File: src/design/sar_pkg.sv
`default_nettype none
package sar_pkg;
  localparam int CTRL_W = 8;
  localparam int RES_W = 12;
  localparam int CH_W = 3;
  // control byte field positions
  localparam int PD_HI_BIT = 7;
  localparam int PD_LO_BIT = 6;
  localparam int ACQ_BIT = 5;
  localparam int ENDED_BIT = 4;
  localparam int POL_BIT = 3;
  localparam int CH_LSB = 0;
  localparam logic [CTRL_W-1:0] CTRL_RST = 8'h00;
  // synchronised pin vector: {clk pin, high byte, rd_n, wr_n, cs_n}
  localparam int PIN_W = 5;
  localparam int PIN_CS = 0;
  localparam int PIN_WR = 1;
  localparam int PIN_RD = 2;
  localparam int PIN_HB = 3;
  localparam int PIN_CLK = 4;
  localparam logic [PIN_W-1:0] PIN_RST = 5'h07;
  // timing
  localparam int CONV_CYCLES = 13;
  localparam int ACQ_EDGES = 4;
  localparam int CLK_SYS_HZ = 25_000_000;
  localparam int INT_CONV_NS = 3600;
  // longest tick period, rounded down
  localparam int INT_DIV = (INT_CONV_NS * (CLK_SYS_HZ / 1_000_000)) /
                           (1000 * CONV_CYCLES);
  localparam logic [RES_W-1:0] SAR_START = 12'h800;
  typedef enum logic [3:0] {
    ST_IDLE    = 4'h1,
    ST_ACQ_INT = 4'h2,
    ST_ACQ_EXT = 4'h4,
    ST_CONV    = 4'h8
  } seq_state_e;
endpackage
`default_nettype wire

File: src/design/pin_sync.sv
`default_nettype none
module pin_sync #(
  parameter int W = 1,
  parameter logic [W-1:0] RST = '0
) (
  input wire logic clk_sys,
  input wire logic srst,
  input wire logic clk_en,
  input wire logic [W-1:0] d,
  output logic [W-1:0] lvl,
  output logic [W-1:0] rise,
  output logic [W-1:0] fall
);
  logic [W-1:0] s1_r, s2_r, s3_r, lvl_r, rise_r, fall_r;
  logic [W-1:0] lvl_nxt, rise_nxt, fall_nxt;

  // a level change is accepted only once stages two and three agree
  always_comb
  begin
    for (int i = 0; i < W; i++)
    begin
      lvl_nxt[i] = (s2_r[i] == s3_r[i]) ? s3_r[i] : lvl_r[i];
      rise_nxt[i] = lvl_nxt[i] & ~lvl_r[i];
      fall_nxt[i] = ~lvl_nxt[i] & lvl_r[i];
    end
  end

  always_ff @(posedge clk_sys)
  begin
    if (srst)
    begin
      s1_r <= RST;
      s2_r <= RST;
      s3_r <= RST;
      lvl_r <= RST;
      rise_r <= '0;
      fall_r <= '0;
    end
    else if (clk_en)
    begin
      s1_r <= d;
      s2_r <= s1_r;
      s3_r <= s2_r;
      lvl_r <= lvl_nxt;
      rise_r <= rise_nxt;
      fall_r <= fall_nxt;
    end
  end

  assign lvl = lvl_r;
  assign rise = rise_r;
  assign fall = fall_r;
endmodule
`default_nettype wire

File: src/design/sar_adc_control_sequencer.sv
// Contract
// a qualified write rising edge, other than the one closing an external acquisition, puts the sampler into tracking
// external acquisition: next write rising edge switches to hold
// internal acquisition: hold on fourth falling conversion-clock edge
// a conversion not aborted by a write lasts exactly 13 conversion-clock cycles
// write during conversion aborts it and starts new acquisition
// acquire bit clear: one write acquires then converts automatically
// external: host writes bit set, then cleared; conversion on second
// host keeps channel bits unchanged between the two external writes
// done flag driven low when result is ready
// done flag returns high on first read or any write
// power bits: 00 off, 01 standby, 10 internal clock, 11 external
// bit five selects internal or external acquisition timing
// bit four selects pseudo-differential or single-ended inputs
// bit three selects bipolar or unipolar range
// three low bits select the channel or channel pair
// single-ended negative input is common return, else pair partner
// reset selects external clock and holds done flag high
// high byte read gives upper four bits plus sign or zero fill
// chip select high ignores clock, write, read; bus floats
// successive approximation resolves bits MSB first, one per cycle
// unipolar result straight binary, bipolar two's complement
`default_nettype none
module sar_adc_control_sequencer #(
  parameter int INT_DIV = sar_pkg::INT_DIV
) (
  input wire logic clk_sys,
  input wire logic srst,
  input wire logic clk_en,
  input wire logic cs_n,
  input wire logic wr_n,
  input wire logic rd_n,
  input wire logic high_byte_select,
  input wire logic conv_clk_pin,
  input wire logic [sar_pkg::CTRL_W-1:0] data_in,
  input wire logic cmp_in,
  output logic [sar_pkg::CTRL_W-1:0] data_out,
  output logic data_oe_n,
  output logic done_n,
  output logic hold_capacitor_track,
  output logic [sar_pkg::RES_W-1:0] dac_code,
  output logic [sar_pkg::CH_W-1:0] pos_channel,
  output logic [sar_pkg::CH_W-1:0] neg_channel,
  output logic neg_to_common,
  output logic full_power_down,
  output logic standby,
  output logic int_clk_sel
);
  ////////////////////////////////////////////////////////////////////////
  logic [sar_pkg::PIN_W-1:0] pins, pin_lvl, pin_rise, pin_fall;
  logic [sar_pkg::CTRL_W-1:0] wr_data;
  logic cs_act, wr_ev, rd_ev, tick, finish;

  assign pins = {conv_clk_pin, high_byte_select, rd_n, wr_n, cs_n};

  pin_sync #(.W(sar_pkg::PIN_W), .RST(sar_pkg::PIN_RST)) u_pin_sync (
    .clk_sys(clk_sys),
    .srst(srst),
    .clk_en(clk_en),
    .d(pins),
    .lvl(pin_lvl),
    .rise(pin_rise),
    .fall(pin_fall)
  );

  // data shares the pin latency so it lines up with the write edge;
  // the host must hold it steady a few clk_sys cycles around that edge
  pin_sync #(.W(sar_pkg::CTRL_W), .RST(sar_pkg::CTRL_RST)) u_data_sync (
    .clk_sys(clk_sys),
    .srst(srst),
    .clk_en(clk_en),
    .d(data_in),
    .lvl(wr_data),
    .rise(),
    .fall()
  );

  assign cs_act = ~pin_lvl[sar_pkg::PIN_CS];
  assign wr_ev = cs_act & pin_rise[sar_pkg::PIN_WR];
  assign rd_ev = cs_act & pin_fall[sar_pkg::PIN_RD];

  ////////////////////////////////////////////////////////////////////////
  sar_pkg::seq_state_e state_r, state_nxt;
  logic [sar_pkg::CTRL_W-1:0] ctrl_r, ctrl_nxt;
  logic [sar_pkg::RES_W-1:0] sar_r, sar_nxt, result_r, result_nxt;
  logic [sar_pkg::CTRL_W-1:0] dout_r, dout_nxt;
  logic [3:0] cnt_r, cnt_nxt, bit_idx;
  logic [7:0] div_r, div_nxt;
  logic int_clk_r, int_clk_nxt, track_r, track_nxt, done_n_r, done_n_nxt;
  logic oe_n_r, oe_n_nxt;
  logic tick_int, pol_uni;
  // decoded outputs are registered from the next control byte
  logic [sar_pkg::CH_W-1:0] neg_r, neg_nxt;
  logic fpd_r, fpd_nxt, stby_r, stby_nxt;

  assign tick_int = (div_r == 8'(INT_DIV - 1));
  // external clock edges count only while selected
  assign tick = int_clk_r ? tick_int
              : (cs_act & pin_fall[sar_pkg::PIN_CLK]);
  assign bit_idx = 4'(sar_pkg::RES_W - 1) - cnt_r;
  assign finish = ~wr_ev && (state_r == sar_pkg::ST_CONV) && tick &&
                  (cnt_r == 4'(sar_pkg::CONV_CYCLES - 1));
  assign pol_uni = ctrl_r[sar_pkg::POL_BIT];

  always_comb
  begin
    state_nxt = state_r;
    ctrl_nxt = ctrl_r;
    sar_nxt = sar_r;
    result_nxt = result_r;
    cnt_nxt = cnt_r;
    int_clk_nxt = int_clk_r;
    track_nxt = track_r;
    done_n_nxt = done_n_r;
    div_nxt = (int_clk_r && !tick_int) ? div_r + 8'h01 : 8'h00;
    if (rd_ev)
      done_n_nxt = 1'b1;
    if (wr_ev)
    begin
      done_n_nxt = 1'b1;
      ctrl_nxt = wr_data;
      cnt_nxt = 4'h0;
      if (wr_data[sar_pkg::PD_HI_BIT])
      begin
        int_clk_nxt = ~wr_data[sar_pkg::PD_LO_BIT];
        if (state_r == sar_pkg::ST_ACQ_EXT)
        begin
          // second write closes the open acquisition
          state_nxt = sar_pkg::ST_CONV;
          track_nxt = 1'b0;
          sar_nxt = sar_pkg::SAR_START;
        end
        else if (wr_data[sar_pkg::ACQ_BIT])
        begin
          state_nxt = sar_pkg::ST_ACQ_EXT;
          track_nxt = 1'b1;
        end
        else
        begin
          state_nxt = sar_pkg::ST_ACQ_INT;
          track_nxt = 1'b1;
        end
      end
      else
      begin
        // power-down keeps the clock source and stops converting
        state_nxt = sar_pkg::ST_IDLE;
        track_nxt = 1'b1;
      end
    end
    else
    begin
      case (state_r)
        sar_pkg::ST_ACQ_INT:
          if (tick)
          begin
            if (cnt_r == 4'(sar_pkg::ACQ_EDGES - 1))
            begin
              state_nxt = sar_pkg::ST_CONV;
              track_nxt = 1'b0;
              cnt_nxt = 4'h0;
              sar_nxt = sar_pkg::SAR_START;
            end
            else
              cnt_nxt = cnt_r + 4'h1;
          end
        sar_pkg::ST_CONV:
          if (tick)
          begin
            if (cnt_r == 4'(sar_pkg::CONV_CYCLES - 1))
            begin
              state_nxt = sar_pkg::ST_IDLE;
              done_n_nxt = 1'b0;
              cnt_nxt = 4'h0;
              // dac runs offset binary; flip msb for two's complement
              result_nxt = pol_uni ? sar_r
                         : {~sar_r[sar_pkg::RES_W-1],
                            sar_r[sar_pkg::RES_W-2:0]};
            end
            else
            begin
              cnt_nxt = cnt_r + 4'h1;
              if (cnt_r < 4'(sar_pkg::RES_W))
              begin
                if (!cmp_in)
                  sar_nxt[bit_idx] = 1'b0;
                if (bit_idx != 4'h0)
                  sar_nxt[bit_idx - 4'h1] = 1'b1;
              end
            end
          end
        default:
          ;
      endcase
    end
    oe_n_nxt = ~cs_act | pin_lvl[sar_pkg::PIN_RD];
    if (pin_lvl[sar_pkg::PIN_HB])
      dout_nxt = {{4{~pol_uni & result_r[sar_pkg::RES_W-1]}},
                  result_r[sar_pkg::RES_W-1:8]};
    else
      dout_nxt = result_r[7:0];
    neg_nxt = ctrl_nxt[sar_pkg::CH_LSB +: sar_pkg::CH_W] ^ 3'h1;
    fpd_nxt = ~ctrl_nxt[sar_pkg::PD_HI_BIT] &
              ~ctrl_nxt[sar_pkg::PD_LO_BIT];
    stby_nxt = ~ctrl_nxt[sar_pkg::PD_HI_BIT] &
               ctrl_nxt[sar_pkg::PD_LO_BIT];
  end

  always_ff @(posedge clk_sys)
  begin
    if (srst)
    begin
      state_r <= sar_pkg::ST_IDLE;
      ctrl_r <= sar_pkg::CTRL_RST;
      sar_r <= '0;
      result_r <= '0;
      cnt_r <= 4'h0;
      div_r <= 8'h00;
      int_clk_r <= 1'b0;
      track_r <= 1'b0;
      done_n_r <= 1'b1;
      oe_n_r <= 1'b1;
      dout_r <= 8'h00;
      neg_r <= sar_pkg::CTRL_RST[sar_pkg::CH_LSB +: sar_pkg::CH_W] ^ 3'h1;
      fpd_r <= ~sar_pkg::CTRL_RST[sar_pkg::PD_HI_BIT] &
               ~sar_pkg::CTRL_RST[sar_pkg::PD_LO_BIT];
      stby_r <= ~sar_pkg::CTRL_RST[sar_pkg::PD_HI_BIT] &
                sar_pkg::CTRL_RST[sar_pkg::PD_LO_BIT];
    end
    else if (clk_en)
    begin
      state_r <= state_nxt;
      ctrl_r <= ctrl_nxt;
      sar_r <= sar_nxt;
      result_r <= result_nxt;
      cnt_r <= cnt_nxt;
      div_r <= div_nxt;
      int_clk_r <= int_clk_nxt;
      track_r <= track_nxt;
      done_n_r <= done_n_nxt;
      oe_n_r <= oe_n_nxt;
      dout_r <= dout_nxt;
      neg_r <= neg_nxt;
      fpd_r <= fpd_nxt;
      stby_r <= stby_nxt;
    end
  end

  ////////////////////////////////////////////////////////////////////////
  assign data_out = dout_r;
  assign data_oe_n = oe_n_r;
  assign done_n = done_n_r;
  assign hold_capacitor_track = track_r;
  assign dac_code = sar_r;
  assign int_clk_sel = int_clk_r;
  assign pos_channel = ctrl_r[sar_pkg::CH_LSB +: sar_pkg::CH_W];
  assign neg_to_common = ctrl_r[sar_pkg::ENDED_BIT];
  assign neg_channel = neg_r;
  assign full_power_down = fpd_r;
  assign standby = stby_r;
endmodule
`default_nettype wire

File: config.mk
export PLATFORM = sky130hd
export DESIGN_NAME = sar_adc_control_sequencer
export DESIGN_NICKNAME = d
export VERILOG_FILES = /design/src/design/sar_pkg.sv /design/src/design/pin_sync.sv /design/src/design/sar_adc_control_sequencer.sv
export SDC_FILE = /design/constraint.sdc
export NUM_CORES = 1
export LEC_CHECK = 0
export CAP_MARGIN = 10
export CORE_ASPECT_RATIO = 0.5
export CORE_MARGIN = 8
export CORE_UTILIZATION = 55
export DETAILED_ROUTE_END_ITERATION = 7
export DONT_BUFFER_PORTS = 1
export HOLD_SLACK_MARGIN = 0.15
export PLACE_DENSITY = 0.7
export SLEW_MARGIN = 20
export SYNTH_ARGS = -nofsm -noshare
export SYNTH_HDL_FRONTEND = slang
export SYNTH_SLANG_ARGS = --single-unit
File: constraint.sdc
create_clock -name clk_sys -period 2.55 [get_ports clk_sys]
set_clock_uncertainty 0.05 [all_clocks]
set_input_delay 0 -clock clk_sys [delete_from_list [all_inputs] [get_ports clk_sys]]
set_output_delay 0 -clock clk_sys [all_outputs]
set_load 0.02 [all_outputs]
Yosys cells after proc, flatten, opt, wreduce, memory -nomap -nowiden
Index checks and enable logic that the tools add are counted.

Register bits: 124. Input port bits: 17. Logic and storage cells: 179.

$add $sub $neg: 4. Order comparisons: 5. Eq/ne operators: 27. Multiplexer cells: 56. Bitwise operators: 31. Reductions and logical operators: 24.

Operators with widths (number): $mux 12 (16); $mux 4 (12); $mux 8 (3); $pmux 12 s2 (1); $mux 1 (19); $reduce_and 2->1 (9); $pmux 4 s2 (2); $not 1->1 (14); $and 1x1->1 (13); $eq 1x1->1 (13); $and 12x12->12 (1); $ne 3x3->1 const B (4); $not 12->12 (1); $or 12x12->12 (1); $lt 4x5->1 const B (2); $reduce_and 9->1 (1); $add 8x1->8 const B (1); $demux 1 s4 (2); $eq 4x2->1 const B (2); $eq 4x4->1 const B (2); $eq 8x3->1 const B (1); $ge 4x1->1 const B (2); $reduce_and 4->1 (2); $ne 3x2->1 const B (2); 16 further kinds (21).

Depth between registers and ports, before layout
Depth after elaboration: 20. Gate-level depth with buffers: 9. Gate-level depth less buffers: 7.

By module
A second synthesis with hierarchy kept.

Cell total of the unflattened synthesis: 688. Area, all modules: 6231.0 µm².

Modules (own cells, without submodules): sar_adc_control_sequencer (times used 1, cells an instance 367, area each 3080.5 µm²); pin_sync at u_data_sync (times used 1, cells an instance 197, area each 1959.4 µm²); pin_sync at u_pin_sync (times used 1, cells an instance 124, area each 1191.1 µm²).

Least setup slack after synthesis
No wires, ideal clock.

Kind: register to register. Start point: reg div_r[1]. End point: reg state_r[3]. Setup time: 0.123 ns. Data arrival time: 1.897 ns. Setup slack: 0.479 ns. Cell stages (with the launch flop): 9. Path buffers: 1. Clock period less this slack: 2.071 ns. Path through: dfxtp_1 inv_1 ha_1 nor3b_1 a31o_4 or3_1 buf_2 nand3_2 mux2_1.

Word-level cells in the longest chain between the ends: 4. Elaborated cells between the ends (all ways): 5. Classes of those cells: eq/ne: 3; mux: 1; reduce/logical: 1.

RTL lines: from (decl) (RTL line sar_adc_control_sequencer.sv:88) `logic [7:0] div_r, div_nxt;`; from (signal assigned) (RTL line sar_adc_control_sequencer.sv:237) `div_r <= div_nxt;`; $eq 8x3->1 * (RTL line sar_adc_control_sequencer.sv:96) `assign tick_int = (div_r == 8'(INT_DIV - 1));`; $mux 1 * (RTL line sar_adc_control_sequencer.sv:98) `assign tick = int_clk_r ? tick_int`; $ne 3x3->1 (no line); $reduce_and 6->1 (no line) *; to (signal assigned) (RTL line sar_adc_control_sequencer.sv:213) `state_r <= sar_pkg::ST_IDLE;`; to (signal assigned) (RTL line sar_adc_control_sequencer.sv:232) `state_r <= state_nxt;`; to (decl) (RTL line sar_adc_control_sequencer.sv:83) `sar_pkg::seq_state_e state_r, state_nxt;`.

Mark *: on every way between the ends. The rest lies on a longest branch, timed or not. A chain may end at the register's enable or synchronous reset.

Final worst setup path
Start point: in clk_en. End point: reg ctrl_r[3] in the netlist's numbering.

Word-level cells in the longest chain between the ends: 1.

RTL lines: from (decl) (RTL line sar_adc_control_sequencer.sv:29) `input wire logic clk_en,`; $reduce_and 2->1 (no line); to (signal assigned) (RTL line sar_adc_control_sequencer.sv:214) `ctrl_r <= sar_pkg::CTRL_RST;`; to (signal assigned) (RTL line sar_adc_control_sequencer.sv:233) `ctrl_r <= ctrl_nxt;`; to (decl) (RTL line sar_adc_control_sequencer.sv:84) `logic [sar_pkg::CTRL_W-1:0] ctrl_r, ctrl_nxt;`.

No other way between the ends.

==> key figures <==
Clock network
  • CTS buffer count: 17
  • CTS Hold Bufs: 21
  • Clock slew at reported path FFs: roughly 0.050 ns
  • Post-CTS sizing: 0
  • Post CTS Setup Buffer Count: 0
  • Latest clock arrival within the worst-skew pair: around 0.4 ns
  • Clk sink count: ~120
  • Bufs on Longest Clock Path: 2
  • CTS tree: done
  • CTS root buf: clkbuf_16
  • H-tree depth: 4

Placed design
  • Hpwl dp: around 7400 um
  • PortBufs: 0
  • Dpl cells: around 690
  • Gpl congestion: 0.7927
  • Worst slack, placed: approximately 0.38 ns

STA
  • Final period util: between 90% and 100%
  • Slew margin rel.: a little over half
  • Worst Slack Setup Final: 0.1540 ns
  • Final Hold Slack: ~0.21 ns
  • RSZ-0062 raised after global routing: false
  • Max Clk Rate: 0.4174 GHz
  • # setup viols final: 0
  • Final min period: approximately 2.4 ns
  • Final hold violations: 0
  • Slew Viols, Final: 0
  • Worst slew pin tran: 0.7075 ns
  • Setup TNS: 0 ns

Setup path
  • Setup crit end: ctrl_r[3]
  • R2R setup slack: between 0.3 and 0.4 ns
  • CP Capture Type: flop
  • Critical Path Source Type: input pin
  • FF-to-FF Start: div_r[1]
  • Worst Setup SP: clk_en
  • CP arrival: between 2 and 3 ns
  • Crit-path max FO: 88
  • Reg2Reg Depth: 8
  • Reg2reg end: dac_code[7]
  • Critical path type: input pin to flop
  • Req. time, crit path: around 2.9 ns

Cells and area
  • Antenna cells: 0
  • Ratio of cells with drive above 1 in the final layout: ~7.6%
  • Most frequent cells in the layout: dfxtp_1, nand2_1, nor2_1
  • Multi-input logic area: between 0.002 and 0.003 mm^2
  • Final Net Count: 635
  • Synthesis-to-finish area growth: 16.33%
  • FF+latch area: between 0.002 and 0.0025 mm^2
  • Commonest non-fill, non-tap cell in the layout: dfxtp_1
  • Post-route insts no fill: 737
  • Fill count: ~760

Yosys
  • Compound-Gate Fraction of Synth Area: ~16%
  • Synth top area cells: dfxtp_1, mux2i_1, nand2_1
  • Synth Instances: 597
  • Post-Syn Area: 0.005210 mm^2
  • Post-synth EDFFs: 0
  • Synth area leader: dfxtp_1
  • Synth async-reset ratio: 0%
  • Netlist cell types: 49
  • Post-Synth XOR/XNOR Area: 1.681%
  • Mapped Nets: around 630
  • Mean Syn Cell Area: 8.727 um^2
  • Post-synthesis adder-cell area fraction: 2.882%
  • Sequential share of the synthesized area: about 45%
  • Simple-Gate Fraction of Synth Area: about a fifth
  • Share of the synthesized area in the top cell type: 44.96%
  • Mux cell area share after synthesis: under 10%
  • Main flop type after synthesis: dfxtp_1
  • Synth warn: 0
  • Largest family of logic cells by synthesized area: simple AND/OR/NAND/NOR gates
  • Yosys reg bits: roughly 120

GRT
  • Global route total overflow: 0
  • Pin count of the biggest net entering global routing: 94
  • Global Route Usage Sum: between 10% and 20%
  • Initial antenna violation count: 0
  • Global-route wire length before repair: approximately 19,000 um
  • Vias in the first global route: approximately 3,800

Routing
  • # DRC: 0
  • Routed WL per cell: approximately 16 um
  • Routed wire length: between 10,000 and 15,000 um
  • Initial DRC Count: between 200 and 300
  • ANT nets after route: 0
  • Vias/cell: around 5.6
  • Pre-antenna DRT Iters: 4
  • Via Count: 4,101

Die
  • Ports: 50
  • Core Footprint: ~0.0093 mm^2
  • Die Area: around 0.013 mm^2
  • Initial Utilization: between 50 and 60%
  • Die Height: ~85 um
  • Die Width: 153.6 um
  • FP Rows: 25

Flow run
  • Max Cap Violations: 0

Pwr
  • Maximum vdd drop: 0.4439 mV
  • Sw Ratio: between 20% and 30%
  • Pint: around 3.5 mW
  • Sequential power share: between 40% and 50%
  • Pwr Density: ~730 mW/mm^2
  • Comb power frac: under 10%
  • Pwr Total: around 4.4 mW
  • Pleak: 2.323 nW
  • Clock group share of total power: a little over half
  • Psw: approximately 0.94 mW

Run status
  • Status: finished, final reports clean

Min path
  • Hold crit path type: input pin to flop
power groups by stage:
| stage | clock network (mW) | logic, mW | registers (mW) |
|---|---|---|---|
| 2_1_floorplan | 0 | 0.129 | 1.93 |
| 3_3_place_gp | 0 | 0.101 | 1.93 |
| 3_5_place_dp | 0 | 0.103 | 1.94 |
| 4_1_cts | 2.38 | 0.184 | 1.90 |
| 5_1_grt | 2.47 | 0.201 | 1.90 |
| 6_report | 2.33 | 0.184 | 1.90 |
routing by layer:
| layer | wire length (um) | vias to the layer above | global-route usage [%] |
|---|---|---|---|
| met5 | 0 | - | 0 |
| met4 | 85 | 0 | 6.267 |
| met3 | 828 | 8 | 7.907 |
| met2 | 5027 | 79 | 26.99 |
| met1 | 5543 | 1923 | 22.54 |
| li1 | - | 2091 | - |
area by class of cell:
cell class	count	area share, %
clock buffer	18	7.246
clock inverter	11	2.250
inverter	21	1.301
multi-input combinational	418	42.77
sequential	117	38.65
tap	121	2.498
timing repair buffer	31	5.285
kinds of logic (layout without fill, tap and decap cells):
group,after synthesis,after routing
AND/OR/NAND/NOR,214,214
buffers and inverters,62,81
flip-flops,117,117
XOR/XNOR,10,10
multiplexers,48,48
AO/OA/AOI/OAI,134,134
adder cells (fa/ha/maj),12,12
Yosys cell counts (4+ instances only):
| library cell | number |
|---|---|
| ha_1 | 12 |
| nand3_1 | 7 |
| clkbuf_1 | 20 |
| or3_1 | 5 |
| o21ai_1 | 4 |
| nor2_1 | 63 |
| a21oi_1 | 45 |
| mux2i_1 | 47 |
| o31ai_1 | 5 |
| buf_4 | 7 |
| nand2_1 | 83 |
| xnor2_1 | 4 |
| buf_1 | 6 |
| inv_1 | 21 |
| a211oi_1 | 10 |
| nand2b_1 | 21 |
| nor3_1 | 6 |
| a311o_1 | 11 |
| xor2_1 | 6 |
| o21ai_0 | 34 |
| dfxtp_1 | 117 |
| a21o_1 | 10 |
| buf_2 | 7 |
registers in the layout, indices dropped and copies added, names as in the netlist:
name / flops
full_power_down: 1
u_pin_sync.s1_r: 5
data_out: 8
data_oe_n: 1
dac_code: 12
u_data_sync.lvl: 8
u_pin_sync.fall: 2
standby: 1
u_pin_sync.lvl: 5
state_r: 4
u_data_sync.s3_r: 8
u_pin_sync.s2_r: 5
div_r: 8
neg_channel: 1
ctrl_r: 7
u_data_sync.s1_r: 8
hold_capacitor_track: 1
u_pin_sync.s3_r: 5
result_r: 12
u_pin_sync.rise: 1
cnt_r: 4
u_data_sync.s2_r: 8
int_clk_sel: 1
done_n: 1
stage by stage:
step                      util [%]  instance area (um^2)
after floorplan                  -                  5210
after global placement       56.21                  5240
after detailed placement     56.21                  5240
after CTS                    65.02                  6061
after global routing         65.02                  6061
final                        65.02                  6061
critical path: stages:
cell and delay, ns:
dlygate4sd3_1 0.62, buf_16 0.39, inv_1 0.28, nor2_1 0.60, nand2_1 0.11, a21oi_1 0.13
dlygate4sd3_1 0.55
how the worst min path moves through the flow:
stage / from / to / slack [ns] / depth (start not counted)
2_1_floorplan: cs_n / u_pin_sync.s1_r[0] / 0.08 / 2
3_3_place_gp: srst / u_data_sync.lvl[5] / 0.03 / 1
3_5_place_dp: srst / u_pin_sync.rise[1] / 0.03 / 1
4_1_cts: rd_n / u_pin_sync.s1_r[2] / 0.19 / 3
5_1_grt: data_in[6] / u_data_sync.s1_r[6] / 0.22 / 3
6_report: cs_n / u_pin_sync.s1_r[0] / 0.21 / 3
Note: power is estimated with default switching activity, not from simulation.
